File: config.mk
export PLATFORM = sky130hd
export DESIGN_NAME = scbs_status_regs
export DESIGN_NICKNAME = d
export VERILOG_FILES = /design/src/scbs_status_regs.v /design/src/scbs_byte_reg.v
export VERILOG_INCLUDE_DIRS = /design/src
export SDC_FILE = /design/constraint.sdc
export NUM_CORES = 1
export LEC_CHECK = 0
export BUFFER_PORTS_ARGS = -buffer_cell sky130_fd_sc_hd__buf_2
export CAP_MARGIN = 0
export CORE_MARGIN = 1.5
export CORE_UTILIZATION = 40
export DETAILED_ROUTE_END_ITERATION = 8
export PLACE_DENSITY = 0.68
export SYNTH_ARGS = -nofsm -noshare
export SYNTH_HDL_FRONTEND = slang
export SYNTH_SLANG_ARGS = --single-unit
File: constraint.sdc
create_clock -name core_clk_i -period 2.4 [get_ports core_clk_i]
set_input_delay 0.48 -clock core_clk_i [delete_from_list [all_inputs] [get_ports core_clk_i]]
set_output_delay 0.48 -clock core_clk_i [all_outputs]
set_load 0.05 [all_outputs]
File: src/scbs_consts.vh
/*
 Constants for the sub-code and burst status register bank: register
 addresses, page select, burst sync words and field positions.
 Assumes inclusion by bare name from the design files.
*/
`ifndef SCBS_CONSTS_VH
`define SCBS_CONSTS_VH

// ----------------------------------------
// Register addresses, page 0, and page select on any page
// ----------------------------------------
`define SCBS_ADDR_W            7
`define SCBS_A_SUBCODE_FIRST   7'h1f
`define SCBS_A_SUB_TRACK       7'h20
`define SCBS_A_SUB_INDEX       7'h21
`define SCBS_A_SUB_MINUTES     7'h22
`define SCBS_A_SUB_SECONDS     7'h23
`define SCBS_A_SUB_FRAME       7'h24
`define SCBS_A_SUB_ZERO_BYTE   7'h25
`define SCBS_A_SUB_ABS_MIN     7'h26
`define SCBS_A_SUB_ABS_SEC     7'h27
`define SCBS_A_SUBCODE_LAST    7'h28
`define SCBS_A_INFO_HIGH       7'h29
`define SCBS_A_INFO_LOW        7'h2a
`define SCBS_A_LEN_HIGH        7'h2b
`define SCBS_A_LEN_LOW         7'h2c
`define SCBS_A_PAGE_SEL        7'h7f
`define SCBS_PAGE_W            2
`define SCBS_PAGE_STATUS       2'h0
`define SCBS_PAGE_RESET        2'h0
`define SCBS_PAGE_PAD          6'h00

// ----------------------------------------
// Buffer geometry
// ----------------------------------------
`define SCBS_SUBCODE_BITS      80
`define SCBS_SUBCODE_BYTES     10
`define SCBS_BIT_CNT_W         7
`define SCBS_BIT_CNT_ZERO      7'h00
`define SCBS_BIT_CNT_ONE       7'h01
`define SCBS_SUB_ZERO          80'h0
`define SCBS_BIT_CNT_LAST      7'h4f
`define SCBS_WORD_CNT_W        2

// ----------------------------------------
// Burst preamble
// ----------------------------------------
`define SCBS_SYNC_WORD_FIRST   16'hf872
`define SCBS_SYNC_WORD_SECOND  16'h4e1f
`define SCBS_INFO_RSVD_MASK    16'hff9f
`define SCBS_INFO_ERR_BIT      7
`define SCBS_BYTE_ZERO         8'h00
`define SCBS_WORD_ZERO         16'h0000

`endif

File: src/scbs_status_regs.v
/*
 Sub-code and burst preamble status register bank of the receiver.
 Assumes a serial sub-code bit stream and a preamble word stream already
 recovered into core_clk_i, and a host port decoded to byte addresses.
*/
`timescale 1ns/1ps
`include "scbs_consts.vh"


module scbs_status_regs (
   input  wire        core_clk_i,
   input  wire        arst_n_i,
   // Receiver side
   input  wire        subcode_start_i,
   input  wire        subcode_bit_valid_i,
   input  wire        subcode_bit_i,
   input  wire        preamble_word_valid_i,
   input  wire [15:0] preamble_word_i,
   // Host side
   input  wire        host_wr_i,
   input  wire        host_rd_i,
   input  wire [6:0]  host_addr_i,
   input  wire [7:0]  host_wdata_i,
   output wire [7:0]  host_rdata_o,
   output wire        host_rvalid_o,
   output wire        host_hit_o,
   output wire [1:0]  page_sel_o,
   output wire        burst_seen_o,
   output wire        burst_error_o
);

   // ----------------------------------------
   // Page select
   // ----------------------------------------
   reg  [1:0] page_r;
   wire       page_hit;

   always @(posedge core_clk_i or negedge arst_n_i) begin
      if (!arst_n_i) begin
         page_r <= `SCBS_PAGE_RESET;
      end else if (host_wr_i && host_addr_i == `SCBS_A_PAGE_SEL) begin
         page_r <= host_wdata_i[1:0];
      end
   end

   assign page_hit = (page_r == `SCBS_PAGE_STATUS);

   // ----------------------------------------
   // Sub-code shift and capture
   // ----------------------------------------
   // Bits shift in until a full block is seen, so a partial block
   // never disturbs the buffer the host is reading.
   reg [79:0] sub_shift_r;
   reg [79:0] sub_shift_nxt;
   reg [6:0]  bit_cnt_r;
   reg [6:0]  bit_cnt_nxt;
   reg        sub_load_r;
   reg        sub_load_nxt;

   always @* begin
      sub_shift_nxt = sub_shift_r;
      bit_cnt_nxt   = bit_cnt_r;
      sub_load_nxt  = 1'b0;
      if (subcode_bit_valid_i) begin
         if (subcode_start_i) begin
            sub_shift_nxt = {sub_shift_r[78:0], subcode_bit_i};
            // A start mid-block drops the partial block and restarts the count
            bit_cnt_nxt   = `SCBS_BIT_CNT_ONE;
         end else begin
            sub_shift_nxt = {sub_shift_r[78:0], subcode_bit_i};
            if (bit_cnt_r == `SCBS_BIT_CNT_LAST) begin
               bit_cnt_nxt  = `SCBS_BIT_CNT_ZERO;
               sub_load_nxt = 1'b1;
            end else begin
               bit_cnt_nxt = bit_cnt_r + 7'h01;
            end
         end
      end
   end

   always @(posedge core_clk_i or negedge arst_n_i) begin
      if (!arst_n_i) begin
         sub_shift_r <= `SCBS_SUB_ZERO;
         bit_cnt_r   <= `SCBS_BIT_CNT_ZERO;
         sub_load_r  <= 1'b0;
      end else begin
         sub_shift_r <= sub_shift_nxt;
         bit_cnt_r   <= bit_cnt_nxt;
         sub_load_r  <= sub_load_nxt;
      end
   end

   // First received bit sits in bit 79 of the shifter, i.e. bit 7 of byte 0
   wire [79:0] sub_bytes;
   genvar gi;
   generate
      for (gi = 0; gi < `SCBS_SUBCODE_BYTES; gi = gi + 1) begin : g_sub
         scbs_byte_reg u_byte (
            .core_clk_i (core_clk_i),
            .arst_n_i   (arst_n_i),
            .load_i     (sub_load_r),
            .data_i     (sub_shift_r[79-8*gi -: 8]),
            .value_o    (sub_bytes[79-8*gi -: 8])
         );
      end
   endgenerate

   // ----------------------------------------
   // Burst preamble tracking
   // ----------------------------------------
   localparam [4:0] ST_HUNT  = 5'b00001;
   localparam [4:0] ST_SYNC2 = 5'b00010;
   localparam [4:0] ST_INFO  = 5'b00100;
   localparam [4:0] ST_LEN   = 5'b01000;

   reg [4:0]  state_r;
   reg [4:0]  state_nxt;
   reg [15:0] info_hold_r;
   reg [15:0] info_hold_nxt;
   reg        burst_load_r;
   reg        burst_load_nxt;
   reg [15:0] len_hold_r;
   reg [15:0] len_hold_nxt;
   reg        seen_r;

   always @* begin
      state_nxt      = state_r;
      info_hold_nxt  = info_hold_r;
      len_hold_nxt   = len_hold_r;
      burst_load_nxt = 1'b0;
      if (preamble_word_valid_i) begin
         case (state_r)
            ST_HUNT: begin
               if (preamble_word_i == `SCBS_SYNC_WORD_FIRST)
                  state_nxt = ST_SYNC2;
            end
            ST_SYNC2: begin
               if (preamble_word_i == `SCBS_SYNC_WORD_SECOND)
                  state_nxt = ST_INFO;
               else if (preamble_word_i == `SCBS_SYNC_WORD_FIRST)
                  state_nxt = ST_SYNC2;
               else
                  state_nxt = ST_HUNT;
            end
            ST_INFO: begin
               // Reserved bits forced low; all others pass as received
               info_hold_nxt = preamble_word_i & `SCBS_INFO_RSVD_MASK;
               state_nxt     = ST_LEN;
            end
            ST_LEN: begin
               len_hold_nxt   = preamble_word_i;
               burst_load_nxt = 1'b1;
               state_nxt      = ST_HUNT;
            end
            default: begin
               state_nxt = ST_HUNT;
            end
         endcase
      end
   end

   always @(posedge core_clk_i or negedge arst_n_i) begin
      if (!arst_n_i) begin
         state_r      <= ST_HUNT;
         info_hold_r  <= `SCBS_WORD_ZERO;
         len_hold_r   <= `SCBS_WORD_ZERO;
         burst_load_r <= 1'b0;
         seen_r       <= 1'b0;
      end else begin
         state_r      <= state_nxt;
         info_hold_r  <= info_hold_nxt;
         len_hold_r   <= len_hold_nxt;
         burst_load_r <= burst_load_nxt;
         if (burst_load_r)
            seen_r <= 1'b1;
      end
   end

   // Info and length update together so the host never sees a mixed pair
   wire [31:0] burst_bytes;
   wire [31:0] burst_src;
   assign burst_src = {info_hold_r, len_hold_r};

   generate
      for (gi = 0; gi < 4; gi = gi + 1) begin : g_burst
         scbs_byte_reg u_byte (
            .core_clk_i (core_clk_i),
            .arst_n_i   (arst_n_i),
            .load_i     (burst_load_r),
            .data_i     (burst_src[31-8*gi -: 8]),
            .value_o    (burst_bytes[31-8*gi -: 8])
         );
      end
   endgenerate

   // ----------------------------------------
   // Named status bytes
   // ----------------------------------------
   // Each byte under its own name, so the read decode below reads as the map
   wire [7:0]  subcode_lead_byte;
   wire [7:0]  subcode_track;
   wire [7:0]  subcode_index;
   wire [7:0]  subcode_minutes;
   wire [7:0]  subcode_seconds;
   wire [7:0]  subcode_frame;
   wire [7:0]  subcode_zero;
   wire [7:0]  subcode_abs_minutes;
   wire [7:0]  subcode_abs_seconds;
   wire [7:0]  subcode_abs_frame;
   wire [7:0]  burst_type_high;
   wire [7:0]  burst_type_low;
   wire [7:0]  burst_len_high;
   wire [7:0]  burst_len_low;
   wire [15:0] burst_info_word;
   wire [15:0] burst_length_word;

   assign subcode_lead_byte   = sub_bytes[79:72];
   assign subcode_track       = sub_bytes[71:64];
   assign subcode_index       = sub_bytes[63:56];
   assign subcode_minutes     = sub_bytes[55:48];
   assign subcode_seconds     = sub_bytes[47:40];
   assign subcode_frame       = sub_bytes[39:32];
   assign subcode_zero        = sub_bytes[31:24];
   assign subcode_abs_minutes = sub_bytes[23:16];
   assign subcode_abs_seconds = sub_bytes[15:8];
   assign subcode_abs_frame   = sub_bytes[7:0];
   assign burst_info_word     = burst_bytes[31:16];
   assign burst_length_word   = burst_bytes[15:0];
   assign burst_type_high     = burst_info_word[15:8];
   assign burst_type_low      = burst_info_word[7:0];
   assign burst_len_high      = burst_length_word[15:8];
   assign burst_len_low       = burst_length_word[7:0];

   // ----------------------------------------
   // Host read path
   // ----------------------------------------
   // Reads mux a status byte into rdata_r one cycle later; no status register changes state on a read.
   reg [7:0] rdata_r;
   reg [7:0] rdata_nxt;
   reg       rvalid_r;
   reg       hit_nxt;
   reg       hit_r;

   always @* begin
      rdata_nxt = `SCBS_BYTE_ZERO;
      hit_nxt   = 1'b0;
      if (host_addr_i == `SCBS_A_PAGE_SEL) begin
         rdata_nxt = {`SCBS_PAGE_PAD, page_r};
         hit_nxt   = 1'b1;
      end else if (page_hit) begin
         case (host_addr_i)
            `SCBS_A_SUBCODE_FIRST: begin
               rdata_nxt = subcode_lead_byte;
               hit_nxt   = 1'b1;
            end
            `SCBS_A_SUB_TRACK: begin
               rdata_nxt = subcode_track;
               hit_nxt   = 1'b1;
            end
            `SCBS_A_SUB_INDEX: begin
               rdata_nxt = subcode_index;
               hit_nxt   = 1'b1;
            end
            `SCBS_A_SUB_MINUTES: begin
               rdata_nxt = subcode_minutes;
               hit_nxt   = 1'b1;
            end
            `SCBS_A_SUB_SECONDS: begin
               rdata_nxt = subcode_seconds;
               hit_nxt   = 1'b1;
            end
            `SCBS_A_SUB_FRAME: begin
               rdata_nxt = subcode_frame;
               hit_nxt   = 1'b1;
            end
            `SCBS_A_SUB_ZERO_BYTE: begin
               rdata_nxt = subcode_zero;
               hit_nxt   = 1'b1;
            end
            `SCBS_A_SUB_ABS_MIN: begin
               rdata_nxt = subcode_abs_minutes;
               hit_nxt   = 1'b1;
            end
            `SCBS_A_SUB_ABS_SEC: begin
               rdata_nxt = subcode_abs_seconds;
               hit_nxt   = 1'b1;
            end
            `SCBS_A_SUBCODE_LAST: begin
               rdata_nxt = subcode_abs_frame;
               hit_nxt   = 1'b1;
            end
            `SCBS_A_INFO_HIGH: begin
               rdata_nxt = burst_type_high;
               hit_nxt   = 1'b1;
            end
            `SCBS_A_INFO_LOW: begin
               rdata_nxt = burst_type_low;
               hit_nxt   = 1'b1;
            end
            `SCBS_A_LEN_HIGH: begin
               rdata_nxt = burst_len_high;
               hit_nxt   = 1'b1;
            end
            `SCBS_A_LEN_LOW: begin
               rdata_nxt = burst_len_low;
               hit_nxt   = 1'b1;
            end
            default: begin
               rdata_nxt = `SCBS_BYTE_ZERO;
            end
         endcase
      end
   end

   always @(posedge core_clk_i or negedge arst_n_i) begin
      if (!arst_n_i) begin
         rdata_r  <= `SCBS_BYTE_ZERO;
         rvalid_r <= 1'b0;
         hit_r    <= 1'b0;
      end else begin
         rvalid_r <= host_rd_i;
         if (host_rd_i) begin
            rdata_r <= rdata_nxt;
            hit_r   <= hit_nxt;
         end
      end
   end

   assign host_rdata_o  = rdata_r;
   assign host_rvalid_o = rvalid_r;
   assign host_hit_o    = hit_r;
   assign page_sel_o    = page_r;
   assign burst_seen_o  = seen_r;
   assign burst_error_o = burst_info_word[`SCBS_INFO_ERR_BIT];

endmodule // scbs_status_regs

File: src/scbs_byte_reg.v
/*
 One read-only status byte register with load strobe.
 Assumes load strobe and data come from logic on the same clock.
*/
`timescale 1ns/1ps
`include "scbs_consts.vh"

module scbs_byte_reg (
   input  wire       core_clk_i,
   input  wire       arst_n_i,
   input  wire       load_i,
   input  wire [7:0] data_i,
   output wire [7:0] value_o
);
   reg [7:0] value_r;

   // Holds until the next decoded block; reads never touch it
   always @(posedge core_clk_i or negedge arst_n_i) begin
      if (!arst_n_i) begin
         value_r <= `SCBS_BYTE_ZERO;
      end else if (load_i) begin
         value_r <= data_i;
      end
   end

   assign value_o = value_r;
endmodule // scbs_byte_reg

==> impl_metrics.toml <==
[logic_synthesis]
synth_top_family_by_area = "multiplexers"
synthesis.nets = 798
synth_compound_area_share_pct = 6.99
synthSimpleGateAreaFrac_pct = 6.20
synth_top_cell_area_share_pct = 58.5
synth_area_leader_cell = "dfrtp_1"
synth_area_leaders = "dfrtp_1, mux2_2, nand2_1"
synth-xor-area-share_pct = 0
yosys_warnings = 0
syn_avg_cell_area_sq_um = 13.8
ys_seq_area_share_pct = 58.7
syn_area_sq_um = 10500
synth-seq-cells = 246
async_flop_share_pct = 100
netlist_instances = 758
synthDistinctLibCells = 63
synth_fa_ha_area_share_pct = 0.119
synth_edf_count = 0
synthFlopType = "dfrtp_1"
synth.most_common_cell = "dfrtp_1"
synth.area.mux_share_pct = 25.6
ys_top_cells_by_count = "dfrtp_1, mux2_2, nand2_1, clkbuf_1, nor2_1"

[setup_path]
crit_arrival_ns = 2.49
worstPathRequired_ns = 2.77
endpoint_kind = "register"
critPathLaunchType = "register"
crit_path_end = "host_rdata_o[0]"
critPathLaunch = "g_sub[4].u_byte.value_o[0]"
r2r-end = "host_rdata_o[0]"
path_class = "reg2reg"
path_max_fanout = 2
r2r_slack_ns = 0.28
reg2reg_from = "g_sub[4].u_byte.value_o[0]"
reg2regPathDepth = 5

[cts]
clkTransAtPathRegs_ns = 0.06
cts_tree = "built"
numCtsBuffers = 25
htree_levels = 1
post_cts_buffers = 0
clk_latency_ns = 0.53
cts-root-buf = "clkbuf_16"
clkSinkCount = 246
cts_buffer_depth = 3

[route]
post_drt_wl_per_cell_um = 19.1
firstDrtPassIters = 5
first_iter_violations = 554
ant_nets = 0
routed_wl_um = 22300
drc = 0
via_per_inst = 5.48
num_vias = 6385

[global_route]
grt_pass1_vias = 6434
grt_first_pass_wirelength_um = 35600
grt_overflow_total = 0
grt_use_total_pct = 16.7
grt_antenna_before_repair = 0
grt_start_max_net_pins = 81

[timing]
finalHoldViolCount = 0
finClkSkew_ns = 0.0169
tns_ns = 0
fmax_mhz = 472
finalSetupViolCount = 0
slew_violations = 0
fin_crit_ns = 2.12
min_period_over_period_pct = 88.3
rsz0062_at_grt = "false"
relSlewSlack_pct = 57.1
max_slew.worst_pin.slew_ns = 0.642
whs_ns = 0.152
setup_ws_ns = 0.281

[cells_and_area]
n_antenna_cell = 0
drive_gt1_share_pct = 41.4
stdcell_count = 1166
nets = 854
area_growth_pct = 15.0

[floorplanning]
io_pins = 53
rows = 59
initial_utilization_pct = 40.5
die_h_um = 165
core_sq_um = 25900
dieArea_sq_um = 27200
die_w_um = 165

[placed_design]
dp_cells = 1121
place_congestion = 0.884
port_buffers = 46
pre_cts_ws_ns = 0.0868
hpwl_um = 15000

[hold_path]
hold_path.class = "in2reg"

[flow_run]
max_cap_viol_count = 0

[power_and_ir_drop]
vdd_drop_max_uv = 722
p_leak_nw = 5.75
power_density_nw_per_um2 = 765
fin_total_pwr_mw = 9.22

[status]
status = "finished, final reports clean"
## kinds of logic after synthesis
group,Yosys count
flip-flops,246
buffers and inverters,57
AO/OA/AOI/OAI,100
AND/OR/NAND/NOR,116
multiplexers,238
adder cells (fa/ha/maj),1
## routing by layer
metal / vias to the layer above / wire length, um / track usage [%]
met5: - / 0 / 0
met4: 0 / 596 / 5.90
met3: 41 / 953 / 2.24
met1: 3302 / 10300 / 23.7
met2: 142 / 10400 / 26.2
li1: 2900 / - / -
## final cells by class
cell class | instances | area, sq um
clock buffers | 39 | 768
clock inverters | 5 | 58.8
fillers | 2282 | 13900
inverters | 14 | 52.6
multi-input cells | 455 | 4090
flip-flops and latches | 246 | 6160
well taps | 335 | 419
repair buffers | 72 | 515
## flip-flops by register name, summed over array words and instances, names as in the netlist
signal,count
page_sel_o,2
host_hit_o,1
burst_load_r,1
host_rvalid_o,1
bit_cnt_r,7
g_burst.u_byte.value_o,30
sub_shift_r,80
burst_seen_o,1
host_rdata_o,8
len_hold_r,16
info_hold_r,14
state_r,4
sub_load_r,1
g_sub.u_byte.value_o,80
## how the worst min path moves through the flow
stage                         start       endpoint  slack, ns  depth (start not counted)
after CTS                 host_rd_i  host_rvalid_o       0.14                          1
after global routing      host_rd_i  host_rvalid_o       0.15                          1
final                     host_rd_i  host_rvalid_o       0.15                          1
after global placement     arst_n_i     state_r[3]       0.46                          1
after floorplan            arst_n_i   bit_cnt_r[0]       0.18                          0
after detailed placement   arst_n_i     state_r[1]       0.45                          1
## critical path: stages (launching register included)
cell and delay [ns]:
dfrtp_1 0.40, mux4_2 0.53, nor3b_1 0.18, a211o_1 0.28, a221oi_1 0.41, o221ai_1 0.16
## power by group
part	total [mW]	switching (mW)	internal, mW
Combinational	0.702	0.357	0.344
Sequential	4.64	0.209	4.43
Clock	3.88	1.58	2.30
## per-stage QoR
step                      utilization, %  cell area [sq um]
after floorplan                        -              10500
after global routing                46.5              12100
after detailed placement            43.3              11200
after CTS                           46.5              12100
final                               46.5              12100
after global placement              43.3              11200
## cells in the final DEF (no fill, tap or decap), types with 7 or more instances in the layout
cell type  synthesis  final
a21oi_1           15     15
buf_2             12     44
inv_1             13     13
a22oi_1            8      8
a32oi_1           10     10
clkbuf_16          0     25
a22o_1             7      7
buf_4              2     20
nand3b_1           8      8
nand2_1           33     33
clkbuf_8           0      9
nor2_1            16     16
o21ai_0            9      9
mux2_2           222    222
nor3_1             9      9
mux2i_1           11     11
o22ai_1            8      8
nand3_1           13     13
dfrtp_1          245    244
## what timing repair did
action / 4_1_cts / 5_1_grt
hold buffers: 1 / 0
hold endpoints to repair: 55 / 0
gates resized for setup: 0 / 0
(Power assumes the default switching activity.)
